[src/nsm_params.svh]
// constants for the status and operating-mode register bank
// assumes a 32-bit register port with byte offsets as the address
`ifndef NSM_PARAMS_SVH
`define NSM_PARAMS_SVH

`define NSM_OFF_STATUS 8'h28
`define NSM_OFF_MODE 8'h30
`define NSM_STATUS_RESET 32'hFC000000
`define NSM_MODE_RESET 32'h00000000

// status bit positions
`define NSM_ST_TX_DONE 0
`define NSM_ST_TX_STOPPED 1
`define NSM_ST_TX_UNAVAIL 2
`define NSM_ST_TX_JABBER 3
`define NSM_ST_FATAL_BUS 13
`define NSM_ST_ABN_SUM 15
`define NSM_ST_NRM_SUM 16
`define NSM_ST_W1C_TOP 16
`define NSM_ST_EB_LSB 23
`define NSM_ST_TS_LSB 20
`define NSM_ST_RS_LSB 17

// operating-mode bit positions
`define NSM_MD_ENH_CAPTURE 31
`define NSM_MD_ACCEPT_ALL 30
`define NSM_MD_FIXED_ONE 25
`define NSM_MD_SCRAMBLER 24
`define NSM_MD_SYMBOL_MODE 23
`define NSM_MD_RATE_SEL 22
`define NSM_MD_WHOLE_FRAME 21
`define NSM_MD_HEARTBEAT_OFF 19
`define NSM_MD_PORT_SEL 18
`define NSM_MD_CAPTURE 17
`define NSM_MD_LEVEL_LSB 14
`define NSM_MD_TX_RUN 13
`define NSM_MD_COLL_FORCE 12
`define NSM_MD_LOOP_LSB 10
`define NSM_MD_DUPLEX 9
`define NSM_MD_RX_RUN 1
// bits software may store; filter bits 4, 2 and 0 read as zero here
`define NSM_MODE_RW_MASK 32'hC3FEFFEA

// transmit thresholds in bytes, 100 Mb/s set then 10 Mb/s set
`define NSM_THR_100_0 11'd72
`define NSM_THR_100_1 11'd96
`define NSM_THR_100_2 11'd128
`define NSM_THR_100_3 11'd160
`define NSM_THR_10_0 11'd128
`define NSM_THR_10_1 11'd256
`define NSM_THR_10_2 11'd512
`define NSM_THR_10_3 11'd1024

// descriptor word zero flag positions and forced-collision attempts
`define NSM_DESC_JABBER 14
`define NSM_DESC_EXCESS_COLL 8
`define NSM_COLL_ATTEMPTS 5'd16

`endif

[src/nsm_pkg.sv]
// types for the status and operating-mode register bank
// assumes nsm_params.svh supplies offsets and bit positions; state and field codes are set here
package nsm_pkg;

    typedef enum logic [6:0] {
        NSM_TX_STOP = 7'h01,
        NSM_TX_FETCH = 7'h02,
        NSM_TX_WAIT_END = 7'h04,
        NSM_TX_FILL = 7'h08,
        NSM_TX_SETUP = 7'h10,
        NSM_TX_SUSP = 7'h20,
        NSM_TX_CLOSE = 7'h40
    } nsm_tx_state_t;

    typedef enum logic [2:0] {
        NSM_TXC_STOPPED = 3'h0,
        NSM_TXC_FETCH = 3'h1,
        NSM_TXC_WAIT_END = 3'h2,
        NSM_TXC_FILL = 3'h3,
        NSM_TXC_SETUP = 3'h5,
        NSM_TXC_SUSPENDED = 3'h6,
        NSM_TXC_CLOSE = 3'h7
    } nsm_tx_code_t;

    typedef enum logic [2:0] {
        NSM_RXC_STOPPED = 3'h0,
        NSM_RXC_FETCH = 3'h1,
        NSM_RXC_CHECK_END = 3'h2,
        NSM_RXC_WAIT_PKT = 3'h3,
        NSM_RXC_SUSPENDED = 3'h4,
        NSM_RXC_CLOSE = 3'h5,
        NSM_RXC_FLUSH = 3'h6,
        NSM_RXC_QUEUE = 3'h7
    } nsm_rx_code_t;

    typedef enum logic [2:0] {
        NSM_BE_PARITY = 3'h0,
        NSM_BE_MASTER_ABORT = 3'h1,
        NSM_BE_TARGET_ABORT = 3'h2
    } nsm_bus_err_t;

    typedef enum logic [1:0] {
        NSM_LOOP_NORMAL = 2'h0,
        NSM_LOOP_INTERNAL = 2'h1,
        NSM_LOOP_EXTERNAL = 2'h2
    } nsm_loop_t;

endpackage : nsm_pkg

[src/nsm_regs.sv]
// status and operating-mode register bank with the transmit process sequencer
// assumes a simple synchronous register port and a transmit datapath giving pulses
`timescale 1ns/10ps
`default_nettype none
`include "nsm_params.svh"

// Summary of operation
// - jabber expiry: flag, abort, stop, descriptor flag
// - host-owned descriptor: flag unavailable, suspend transmit
// - entering stopped sets transmit stopped flag
// - frame done with completion request sets flag
// - bus error code: parity, master, target abort
// - parity error recovers only by software reset
// - transmit state field encodes process state
// - receive state field encodes receive state
// - low status bits write-one-clear, upper ignore writes
// - mode bit 31 enables enhanced capture resolution
// - accept-all receives every packet, match still reported
// - scrambler and symbol mode bits drive port
// - rate select changes only while transmit stopped
// - store-and-forward waits whole frame, changes when stopped
// - port select: hardware reset clears, software keeps
// - threshold: start above level or short whole frame
// - start command from stopped fetches, may suspend
// - stop command ends after frame, keeps position
// - forced collision: sixteen attempts, excess flag
// - full duplex only when both stopped, heartbeat off
// - loopback field: normal, internal, external
// - threshold codes map to byte levels
module nsm_regs (
    input wire logic ref_clk_in,
    input wire logic arst_n_in,
    input wire logic soft_reset_in,
    input wire logic reg_wr_in,
    input wire logic reg_rd_in,
    input wire logic [7:0] reg_addr_in,
    input wire logic [31:0] reg_wdata_in,
    output logic [31:0] reg_rdata_out,
    input wire logic [31:0] tx_list_base_in,
    input wire logic tx_list_base_load_in,
    input wire logic desc_fetch_done_in,
    input wire logic desc_owned_by_device_in,
    input wire logic desc_is_setup_in,
    input wire logic desc_irq_req_in,
    input wire logic [31:0] next_desc_addr_in,
    input wire logic fifo_fill_done_in,
    input wire logic setup_done_in,
    input wire logic tx_end_in,
    input wire logic close_done_in,
    input wire logic poll_demand_in,
    input wire logic auto_poll_in,
    input wire logic tx_jabber_timeout_in,
    input wire logic tx_attempt_in,
    input wire logic bus_error_in,
    input wire logic [2:0] bus_error_type_in,
    input wire logic [14:4] other_status_set_in,
    input wire logic [2:0] rx_state_in,
    input wire logic rx_addr_match_in,
    input wire logic [10:0] fifo_frame_bytes_in,
    input wire logic fifo_frame_complete_in,
    output logic [31:0] tx_desc_addr_out,
    output logic [31:0] tx_desc_word_zero_flags_out,
    output logic tx_abort_out,
    output logic tx_start_ok_out,
    output logic collision_force_out,
    output logic bus_access_enable_out,
    output logic heartbeat_check_out,
    output logic accept_all_packets_out,
    output logic rx_match_report_out,
    output logic enhanced_capture_enable_out,
    output logic capture_resolve_enable_out,
    output logic scrambler_enable_out,
    output logic symbol_mode_out,
    output logic media_port_select_out,
    output logic [1:0] loopback_select_out,
    output logic duplex_full_out,
    output logic [10:0] tx_threshold_bytes_out
);

    ////////////////////////////////////////////////////////////////////////////
    // declarations

    nsm_pkg::nsm_tx_state_t tx_q, tx_d;
    logic [16:0] sts_q;
    logic [16:0] sts_set;
    logic [16:0] sts_clr;
    logic [2:0] eb_q;
    logic parity_lock_q;
    logic [31:0] mode_q;
    logic [31:0] mode_d;
    logic stop_pend_q;
    logic base_fresh_q;
    logic [31:2] desc_ptr_q;
    logic [31:0] desc_flags_q;
    logic [4:0] coll_cnt_q;
    logic abort_q;
    logic match_q;
    logic [31:0] rdata_q;
    logic wr_status;
    logic wr_mode;
    logic tx_stopped;
    logic rx_stopped;
    logic start_cmd;
    logic stop_cmd;
    logic enter_stop;
    logic jabber;
    logic fc_active;
    logic [15:0] status_low;

    function automatic logic [2:0] tx_code(input nsm_pkg::nsm_tx_state_t s);
        unique case (s)
            nsm_pkg::NSM_TX_STOP: tx_code = nsm_pkg::NSM_TXC_STOPPED;
            nsm_pkg::NSM_TX_FETCH: tx_code = nsm_pkg::NSM_TXC_FETCH;
            nsm_pkg::NSM_TX_WAIT_END: tx_code = nsm_pkg::NSM_TXC_WAIT_END;
            nsm_pkg::NSM_TX_FILL: tx_code = nsm_pkg::NSM_TXC_FILL;
            nsm_pkg::NSM_TX_SETUP: tx_code = nsm_pkg::NSM_TXC_SETUP;
            nsm_pkg::NSM_TX_SUSP: tx_code = nsm_pkg::NSM_TXC_SUSPENDED;
            nsm_pkg::NSM_TX_CLOSE: tx_code = nsm_pkg::NSM_TXC_CLOSE;
            default: tx_code = nsm_pkg::NSM_TXC_STOPPED;
        endcase
    endfunction : tx_code

    function automatic logic [10:0] level_bytes(input logic rate10, input logic [1:0] lvl);
        unique case ({rate10, lvl})
            3'h0: level_bytes = `NSM_THR_100_0;
            3'h1: level_bytes = `NSM_THR_100_1;
            3'h2: level_bytes = `NSM_THR_100_2;
            3'h3: level_bytes = `NSM_THR_100_3;
            3'h4: level_bytes = `NSM_THR_10_0;
            3'h5: level_bytes = `NSM_THR_10_1;
            3'h6: level_bytes = `NSM_THR_10_2;
            default: level_bytes = `NSM_THR_10_3;
        endcase
    endfunction : level_bytes

    ////////////////////////////////////////////////////////////////////////////
    // decode and command detection

    assign wr_status = reg_wr_in && (reg_addr_in == `NSM_OFF_STATUS);
    assign wr_mode = reg_wr_in && (reg_addr_in == `NSM_OFF_MODE);
    assign tx_stopped = (tx_q == nsm_pkg::NSM_TX_STOP);
    assign rx_stopped = (rx_state_in == nsm_pkg::NSM_RXC_STOPPED);
    // start is honoured only from stopped; stop only from running or suspended
    assign start_cmd = wr_mode && reg_wdata_in[`NSM_MD_TX_RUN] && tx_stopped;
    assign stop_cmd = wr_mode && !reg_wdata_in[`NSM_MD_TX_RUN] && !tx_stopped;
    assign jabber = tx_jabber_timeout_in && !tx_stopped;
    assign enter_stop = !tx_stopped && (tx_d == nsm_pkg::NSM_TX_STOP);

    ////////////////////////////////////////////////////////////////////////////
    // transmit process sequencer

    always_comb begin
        tx_d = tx_q;
        unique case (tx_q)
            nsm_pkg::NSM_TX_STOP: begin
                if (start_cmd) begin
                    tx_d = nsm_pkg::NSM_TX_FETCH;
                end
            end
            nsm_pkg::NSM_TX_FETCH: begin
                if (desc_fetch_done_in) begin
                    if (!desc_owned_by_device_in) begin
                        tx_d = nsm_pkg::NSM_TX_SUSP;
                    end else if (desc_is_setup_in) begin
                        tx_d = nsm_pkg::NSM_TX_SETUP;
                    end else begin
                        tx_d = nsm_pkg::NSM_TX_FILL;
                    end
                end
            end
            nsm_pkg::NSM_TX_FILL: begin
                if (fifo_fill_done_in) begin
                    tx_d = nsm_pkg::NSM_TX_WAIT_END;
                end
            end
            nsm_pkg::NSM_TX_SETUP: begin
                if (setup_done_in) begin
                    tx_d = nsm_pkg::NSM_TX_CLOSE;
                end
            end
            nsm_pkg::NSM_TX_WAIT_END: begin
                if (tx_end_in) begin
                    tx_d = nsm_pkg::NSM_TX_CLOSE;
                end
            end
            nsm_pkg::NSM_TX_CLOSE: begin
                if (close_done_in) begin
                    tx_d = (stop_pend_q || stop_cmd) ? nsm_pkg::NSM_TX_STOP : nsm_pkg::NSM_TX_FETCH;
                end
            end
            nsm_pkg::NSM_TX_SUSP: begin
                if (stop_pend_q || stop_cmd) begin
                    tx_d = nsm_pkg::NSM_TX_STOP;
                end else if (poll_demand_in || auto_poll_in) begin
                    tx_d = nsm_pkg::NSM_TX_FETCH;
                end
            end
            default: tx_d = nsm_pkg::NSM_TX_STOP;
        endcase
        if (jabber) begin
            tx_d = nsm_pkg::NSM_TX_STOP;
        end
    end

    always_ff @(posedge ref_clk_in or negedge arst_n_in) begin
        if (!arst_n_in) begin
            tx_q <= nsm_pkg::NSM_TX_STOP;
        end else if (soft_reset_in) begin
            tx_q <= nsm_pkg::NSM_TX_STOP;
        end else begin
            tx_q <= tx_d;
        end
    end

    // a stop in mid-frame waits for the descriptor close so the frame is not torn
    always_ff @(posedge ref_clk_in or negedge arst_n_in) begin
        if (!arst_n_in) begin
            stop_pend_q <= 1'b0;
        end else if (soft_reset_in || tx_d == nsm_pkg::NSM_TX_STOP) begin
            stop_pend_q <= 1'b0;
        end else if (stop_cmd) begin
            stop_pend_q <= 1'b1;
        end
    end

    ////////////////////////////////////////////////////////////////////////////
    // descriptor position: base after a fresh load, else the retained position

    always_ff @(posedge ref_clk_in or negedge arst_n_in) begin
        if (!arst_n_in) begin
            base_fresh_q <= 1'b0;
            desc_ptr_q <= 30'h00000000;
        end else if (soft_reset_in) begin
            base_fresh_q <= 1'b0;
            desc_ptr_q <= 30'h00000000;
        end else if (tx_list_base_load_in && tx_stopped) begin
            base_fresh_q <= 1'b1;
            desc_ptr_q <= tx_list_base_in[31:2];
        end else if (start_cmd) begin
            base_fresh_q <= 1'b0;
        end else if (tx_q == nsm_pkg::NSM_TX_CLOSE && close_done_in) begin
            desc_ptr_q <= next_desc_addr_in[31:2];
        end
    end

    ////////////////////////////////////////////////////////////////////////////
    // descriptor word zero flags and forced collisions

    assign fc_active = mode_q[`NSM_MD_COLL_FORCE]
        && (mode_q[`NSM_MD_LOOP_LSB +: 2] == nsm_pkg::NSM_LOOP_INTERNAL);

    always_ff @(posedge ref_clk_in or negedge arst_n_in) begin
        if (!arst_n_in) begin
            desc_flags_q <= 32'h00000000;
            coll_cnt_q <= 5'h00;
        end else if (soft_reset_in || tx_d == nsm_pkg::NSM_TX_FETCH) begin
            desc_flags_q <= 32'h00000000;
            coll_cnt_q <= 5'h00;
        end else begin
            if (jabber) begin
                desc_flags_q[`NSM_DESC_JABBER] <= 1'b1;
            end
            if (tx_attempt_in && fc_active && coll_cnt_q != `NSM_COLL_ATTEMPTS) begin
                coll_cnt_q <= coll_cnt_q + 5'h01;
                if (coll_cnt_q == `NSM_COLL_ATTEMPTS - 5'h01) begin
                    desc_flags_q[`NSM_DESC_EXCESS_COLL] <= 1'b1;
                end
            end
        end
    end

    always_ff @(posedge ref_clk_in or negedge arst_n_in) begin
        if (!arst_n_in) begin
            abort_q <= 1'b0;
        end else begin
            abort_q <= jabber;
        end
    end

    ////////////////////////////////////////////////////////////////////////////
    // status flags: set wins over a same-cycle clear

    always_comb begin
        sts_set = 17'h00000;
        sts_set[14:4] = other_status_set_in;
        sts_set[`NSM_ST_FATAL_BUS] = bus_error_in;
        sts_set[`NSM_ST_TX_DONE] = (tx_q == nsm_pkg::NSM_TX_WAIT_END) && tx_end_in && desc_irq_req_in;
        sts_set[`NSM_ST_TX_STOPPED] = enter_stop;
        sts_set[`NSM_ST_TX_UNAVAIL] = (tx_q == nsm_pkg::NSM_TX_FETCH) && desc_fetch_done_in
            && !desc_owned_by_device_in;
        sts_set[`NSM_ST_TX_JABBER] = jabber;
        sts_set[`NSM_ST_ABN_SUM] = 1'b0;
        sts_set[`NSM_ST_NRM_SUM] = 1'b0;
        sts_clr = wr_status ? reg_wdata_in[`NSM_ST_W1C_TOP:0] : 17'h00000;
    end

    always_ff @(posedge ref_clk_in or negedge arst_n_in) begin
        if (!arst_n_in) begin
            sts_q <= 17'h00000;
        end else if (soft_reset_in) begin
            sts_q <= 17'h00000;
        end else begin
            sts_q <= (sts_q & ~sts_clr) | sts_set;
        end
    end

    // the code is held with the flag; a parity error also locks out the bus
    // until software reset, since nothing else can tell a clean recovery
    always_ff @(posedge ref_clk_in or negedge arst_n_in) begin
        if (!arst_n_in) begin
            eb_q <= 3'h0;
            parity_lock_q <= 1'b0;
        end else if (soft_reset_in) begin
            eb_q <= 3'h0;
            parity_lock_q <= 1'b0;
        end else if (bus_error_in) begin
            eb_q <= bus_error_type_in;
            if (bus_error_type_in == nsm_pkg::NSM_BE_PARITY) begin
                parity_lock_q <= 1'b1;
            end
        end
    end

    ////////////////////////////////////////////////////////////////////////////
    // operating-mode register

    always_comb begin
        mode_d = mode_q;
        if (wr_mode) begin
            mode_d = reg_wdata_in & `NSM_MODE_RW_MASK;
            if (!tx_stopped) begin
                mode_d[`NSM_MD_RATE_SEL] = mode_q[`NSM_MD_RATE_SEL];
                mode_d[`NSM_MD_WHOLE_FRAME] = mode_q[`NSM_MD_WHOLE_FRAME];
                mode_d[`NSM_MD_LEVEL_LSB +: 2] = mode_q[`NSM_MD_LEVEL_LSB +: 2];
            end
            // duplex may rise only with both processes and both run bits idle
            if (!mode_q[`NSM_MD_DUPLEX] && !(tx_stopped && rx_stopped && !mode_q[`NSM_MD_TX_RUN]
                && !mode_q[`NSM_MD_RX_RUN] && !reg_wdata_in[`NSM_MD_TX_RUN]
                && !reg_wdata_in[`NSM_MD_RX_RUN])) begin
                mode_d[`NSM_MD_DUPLEX] = 1'b0;
            end
        end
    end

    always_ff @(posedge ref_clk_in or negedge arst_n_in) begin
        if (!arst_n_in) begin
            mode_q <= `NSM_MODE_RESET;
        end else if (soft_reset_in) begin
            mode_q <= `NSM_MODE_RESET;
            mode_q[`NSM_MD_PORT_SEL] <= mode_q[`NSM_MD_PORT_SEL];
        end else begin
            mode_q <= mode_d;
        end
    end

    ////////////////////////////////////////////////////////////////////////////
    // register read port, one cycle latency

    assign status_low[14:0] = sts_q[14:0];
    assign status_low[`NSM_ST_ABN_SUM] = sts_q[1] | sts_q[3] | sts_q[5] | sts_q[7] | sts_q[8] | sts_q[9]
        | sts_q[10];

    always_ff @(posedge ref_clk_in or negedge arst_n_in) begin
        if (!arst_n_in) begin
            rdata_q <= 32'h00000000;
        end else if (reg_rd_in) begin
            if (reg_addr_in == `NSM_OFF_STATUS) begin
                rdata_q <= {6'(`NSM_STATUS_RESET >> 26), eb_q, tx_code(tx_q), rx_state_in,
                    sts_q[0] | sts_q[2] | sts_q[6] | sts_q[11] | sts_q[14], status_low};
            end else if (reg_addr_in == `NSM_OFF_MODE) begin
                rdata_q <= mode_q;
            end else begin
                rdata_q <= 32'h00000000;
            end
        end
    end

    always_ff @(posedge ref_clk_in or negedge arst_n_in) begin
        if (!arst_n_in) begin
            match_q <= 1'b0;
        end else begin
            match_q <= rx_addr_match_in;
        end
    end

    ////////////////////////////////////////////////////////////////////////////
    // outputs

    assign reg_rdata_out = rdata_q;
    assign tx_desc_addr_out = {desc_ptr_q, 2'b00};
    assign tx_desc_word_zero_flags_out = desc_flags_q;
    assign tx_abort_out = abort_q;
    assign tx_threshold_bytes_out = level_bytes(mode_q[`NSM_MD_RATE_SEL], mode_q[`NSM_MD_LEVEL_LSB +: 2]);
    // store-and-forward ignores the level entirely
    assign tx_start_ok_out = mode_q[`NSM_MD_WHOLE_FRAME] ? fifo_frame_complete_in
        : (fifo_frame_bytes_in > tx_threshold_bytes_out) || fifo_frame_complete_in;
    assign collision_force_out = fc_active && !mode_q[`NSM_MD_DUPLEX];
    assign bus_access_enable_out = !sts_q[`NSM_ST_FATAL_BUS] && !parity_lock_q;
    assign heartbeat_check_out = !mode_q[`NSM_MD_DUPLEX] && !mode_q[`NSM_MD_HEARTBEAT_OFF];
    assign accept_all_packets_out = mode_q[`NSM_MD_ACCEPT_ALL];
    assign rx_match_report_out = match_q;
    assign enhanced_capture_enable_out = mode_q[`NSM_MD_ENH_CAPTURE];
    assign capture_resolve_enable_out = mode_q[`NSM_MD_CAPTURE];
    assign scrambler_enable_out = mode_q[`NSM_MD_SCRAMBLER];
    assign symbol_mode_out = mode_q[`NSM_MD_SYMBOL_MODE];
    assign media_port_select_out = mode_q[`NSM_MD_PORT_SEL];
    assign loopback_select_out = mode_q[`NSM_MD_LOOP_LSB +: 2];
    assign duplex_full_out = mode_q[`NSM_MD_DUPLEX];

endmodule : nsm_regs
`default_nettype wire

[config.mk]
export PLATFORM = sky130hd
export DESIGN_NAME = nsm_regs
export DESIGN_NICKNAME = d
export VERILOG_FILES = /design/src/nsm_pkg.sv /design/src/nsm_regs.sv
export VERILOG_INCLUDE_DIRS = /design/src
export SDC_FILE = /design/constraint.sdc
export NUM_CORES = 1
export LEC_CHECK = 0
export BUFFER_PORTS_ARGS = -buffer_cell sky130_fd_sc_hd__clkbuf_2
export CAP_MARGIN = 20
export CORE_MARGIN = 8
export CORE_UTILIZATION = 40
export CTS_CLUSTER_DIAMETER = 60
export DETAILED_ROUTE_END_ITERATION = 10
export GPL_ROUTABILITY_DRIVEN = 0
export PLACE_DENSITY = 0.69
export RECOVER_POWER = 25
export SLEW_MARGIN = 20
export SYNTH_ARGS = -nofsm -noshare
export SYNTH_HDL_FRONTEND = slang
export SYNTH_SLANG_ARGS = --single-unit
export TNS_END_PERCENT = 100
[constraint.sdc]
create_clock -name ref_clk_in -period 2.3 [get_ports ref_clk_in]
set_clock_uncertainty 0.15 [all_clocks]
set_input_delay 0 -clock ref_clk_in [delete_from_list [all_inputs] [get_ports ref_clk_in]]
set_output_delay 0 -clock ref_clk_in [all_outputs]
set_load 0.01 [all_outputs]
==> metrics <==
number of global-route vias before repair=6899; max-cap viol count=0; FF-to-FF End=tx_q[2]; first-pass GRT wire length=35080 µm; grt ovf=0; Worst-Skew Late Latency=0.41 ns; clock share of power=0.475; Pint=4.349 mW; Worst R2R Setup Slack=0.09 ns; TritonCTS clock tree=built; Critical Path AT=2.24 ns; die area=19810 µm²; Post-synth EDFFs=0; antenna violations before repair=3; Synth Area per Inst=9.181 µm²; fmax=418.0 MHz; worst slew pin tran=0.8048 ns; Root Buffer=clkbuf_16; HPWL Detailed=14380 µm; H-tree Lvls=4; Final Max Slew Viols=0; layout cells sized above 1=0.2748; Die X-Extent=140.7 µm; antenna viol nets, final=0; Comb power frac=0.133; Reg power frac=0.392; most common flop cell mapped by yosys=dfrtp_1; placed cell area=7559 µm²; CTS max path bufs=2; Post-layout nets=1221; Worst EP required=2.15 ns; Buffers on Ports=228; Layout fillers=1269; Yosys warning total=0; final-report hold violation count=0; via/cell ratio=5.195; P_leak=4.393 nW; CP Max Fanout=5; core area=15200 µm²; footprint of the multi-input gates=2953 µm²; CTS sink count=119; setup slack after layout=-0.09251 ns; Worst Hold Endpoint=tx_q[6]; Setup Crit Path Kind=reg -> out; Pwr Density=590.2 nW/µm²; outcome=finished with violations; Avg WL per Cell=17.76 µm; ys async rst share=1.000; cell taking the most area after synthesis=dfrtp_1; fin crit share=1.040; via count=6561; Setup violations, final=2; CTS Buf Count=17; Max-slew headroom=0.4635; most common cell after layout, fill and taps aside=clkbuf_2; commonest cells after routing, fill and taps aside=clkbuf_2, dlygate4sd3_1, dfrtp_1; worst hold path class=in -> reg; switching power=1.386 mW; RSZ-0062 raised after global routing=true; Startpoint Class=register; Layout area overhead=56.10%; beginning of the worst hold path=close_done_in; hold path cells=6; synthesis-stage register bit count=119; Cells after DPL=1079; violated checks=setup timing; Hold WS=0.03922 ns; reg-to-reg critical path startpoint=tx_q[1]; Yosys cell types=68; Max VDD drop=0.0004469 V; Starting Density=0.4095; Yosys top cell area share=0.4744; switching share of power=0.2417; GRT Total Usage=0.2219; type of destination of the critical path=output port; pin count of the biggest net entering global routing=61; Post-Syn Instances=678; DR pass1 iterations=7; Total Routed Length=22430 µm; Post-route DRC=0; DR iter-0 viols=427; dpl ws=0.03148 ns; Register Area=2983 µm²; largest cells by area after synthesis=dfrtp_1, a22oi_1, nand2_1; I/O pin cnt=275; cell area after layout=9717 µm²; Period minus WS final=2.393 ns; fin cells=1263; Seq/Total Area, Yosys=0.4786; worst reg2reg path depth=5; CTS clk-pin slew, worst paths=0.05 ns; Cell Rows=45; die span in y=140.7 µm; mapped cell area=6225 µm²
## kinds of logic after synthesis
group | count (synthesis) | share of synthesized area
AO/OA/AOI/OAI | 194 | 0.1952
multiplexers | 12 | 0.01970
adder cells (fa/ha/maj) | 10 | 0.02010
flip-flops | 119 | 0.4786
other | 1 | 0.0006024
XOR/XNOR | 4 | 0.005629
buffers and inverters | 107 | 0.09508
AND/OR/NAND/NOR | 231 | 0.1851
## Yosys cell counts (2+ instances only)
master and count:
nand4_1 2, nand2b_1 8, or3_1 3, clkbuf_1 28, a32oi_1 3, buf_4 42, inv_1 21, a22oi_1 49
buf_6 2, nand3_1 11, and3_1 2, or4b_1 2, a21oi_1 68, nand2_1 91, nor3_2 3, ha_1 10
dfrtp_1 118, or2_2 4, nor4b_1 5, nor3_1 15, nor4_1 4, nor2_1 59, a211oi_1 3, mux2i_1 10
a31oi_1 7, a21o_1 3, xnor2_1 2, a2bb2oi_1 2, or4_1 3, nand3b_1 2, o21ai_1 4, mux2_2 2
o21ai_0 39, xor2_1 2, buf_2 14, or4b_2 2, o31a_1 2
## per-stage QoR
stage | TNS (ns) | total power [mW] | util
global placement | 0 | 2.841 | 0.4972
floorplan | 0 | 2.557 | -
finish | -0.1518 | 5.735 | 0.6392
global route | -0.7081 | 5.980 | 0.6388
CTS | -0.06141 | 5.790 | 0.6369
detailed placement | 0 | 2.850 | 0.4972
## how the worst max path moves through the flow
stage	startpoint	cells past startpoint	slack (ns)	endpoint
finish	mode_q[14]	8	-0.09	tx_start_ok_out
global route	mode_q[14]	8	-0.18	tx_start_ok_out
global placement	tx_q[1]	5	0.09	tx_q[2]
detailed placement	tx_q[1]	5	0.03	tx_q[2]
floorplan	tx_q[0]	7	0.17	tx_q[2]
CTS	mode_q[15]	9	-0.06	tx_start_ok_out
## what timing repair did
| item | 4_1_cts | 5_1_grt |
|---|---|---|
| hold buffers | 132 | 0 |
| endpoints found under the hold margin | 205 | 0 |
| setup endpoints to repair | 1 | 4 |
| pin swaps | 4 | 7 |
| resized for setup | 18 | 19 |
| setup buffers | 14 | 3 |
## sequential cells by signal, indices dropped and copies added, names as in the netlist
name                         cells
tx_q                             7
parity_lock_q                    1
rx_match_report_out              1
stop_pend_q                      1
reg_rdata_out                   29
tx_abort_out                     1
eb_q                             3
coll_cnt_q                       5
tx_desc_word_zero_flags_out      2
mode_q                          24
sts_q                           15
desc_ptr_q                      30
## per-layer routing
metal / global-route usage / wire (µm) / vias up
met5: 0 / 0 / -
met4: 0.1137 / 950 / 0
met3: 0.06246 / 1549 / 71
met2: 0.3843 / 11610 / 290
met1: 0.2449 / 8322 / 3108
li1: - / - / 3092
## worst max-delay path: stages (launching register included)
cell and delay, ns:
dfrtp_2 0.44, buf_6 0.14, nor2_4 0.12, mux2i_4 0.10
ha_4 0.29, nand3_4 0.06, or3_1 0.31, a31o_2 0.26
buf_6 0.12
## power by group through the flow
stage / sequential [mW] / combinational [mW] / clock (mW)
6_report: 2.25 / 0.765 / 2.72
5_1_grt: 2.26 / 0.834 / 2.89
4_1_cts: 2.25 / 0.764 / 2.78
3_5_place_dp: 2.28 / 0.569 / 0
3_3_place_gp: 2.28 / 0.562 / 0
2_1_floorplan: 2.31 / 0.248 / 0
## final cells by class
type                    count  area share
diodes                      5    0.001288
well taps                 188     0.02421
flip-flops and latches    119      0.3070
clock buffers              20     0.04803
clock inverters            11     0.01507
repair buffers            412      0.2924
multi-input cells         487      0.3039
inverters                  21    0.008112
Note: power is estimated with default switching activity, not from simulation.
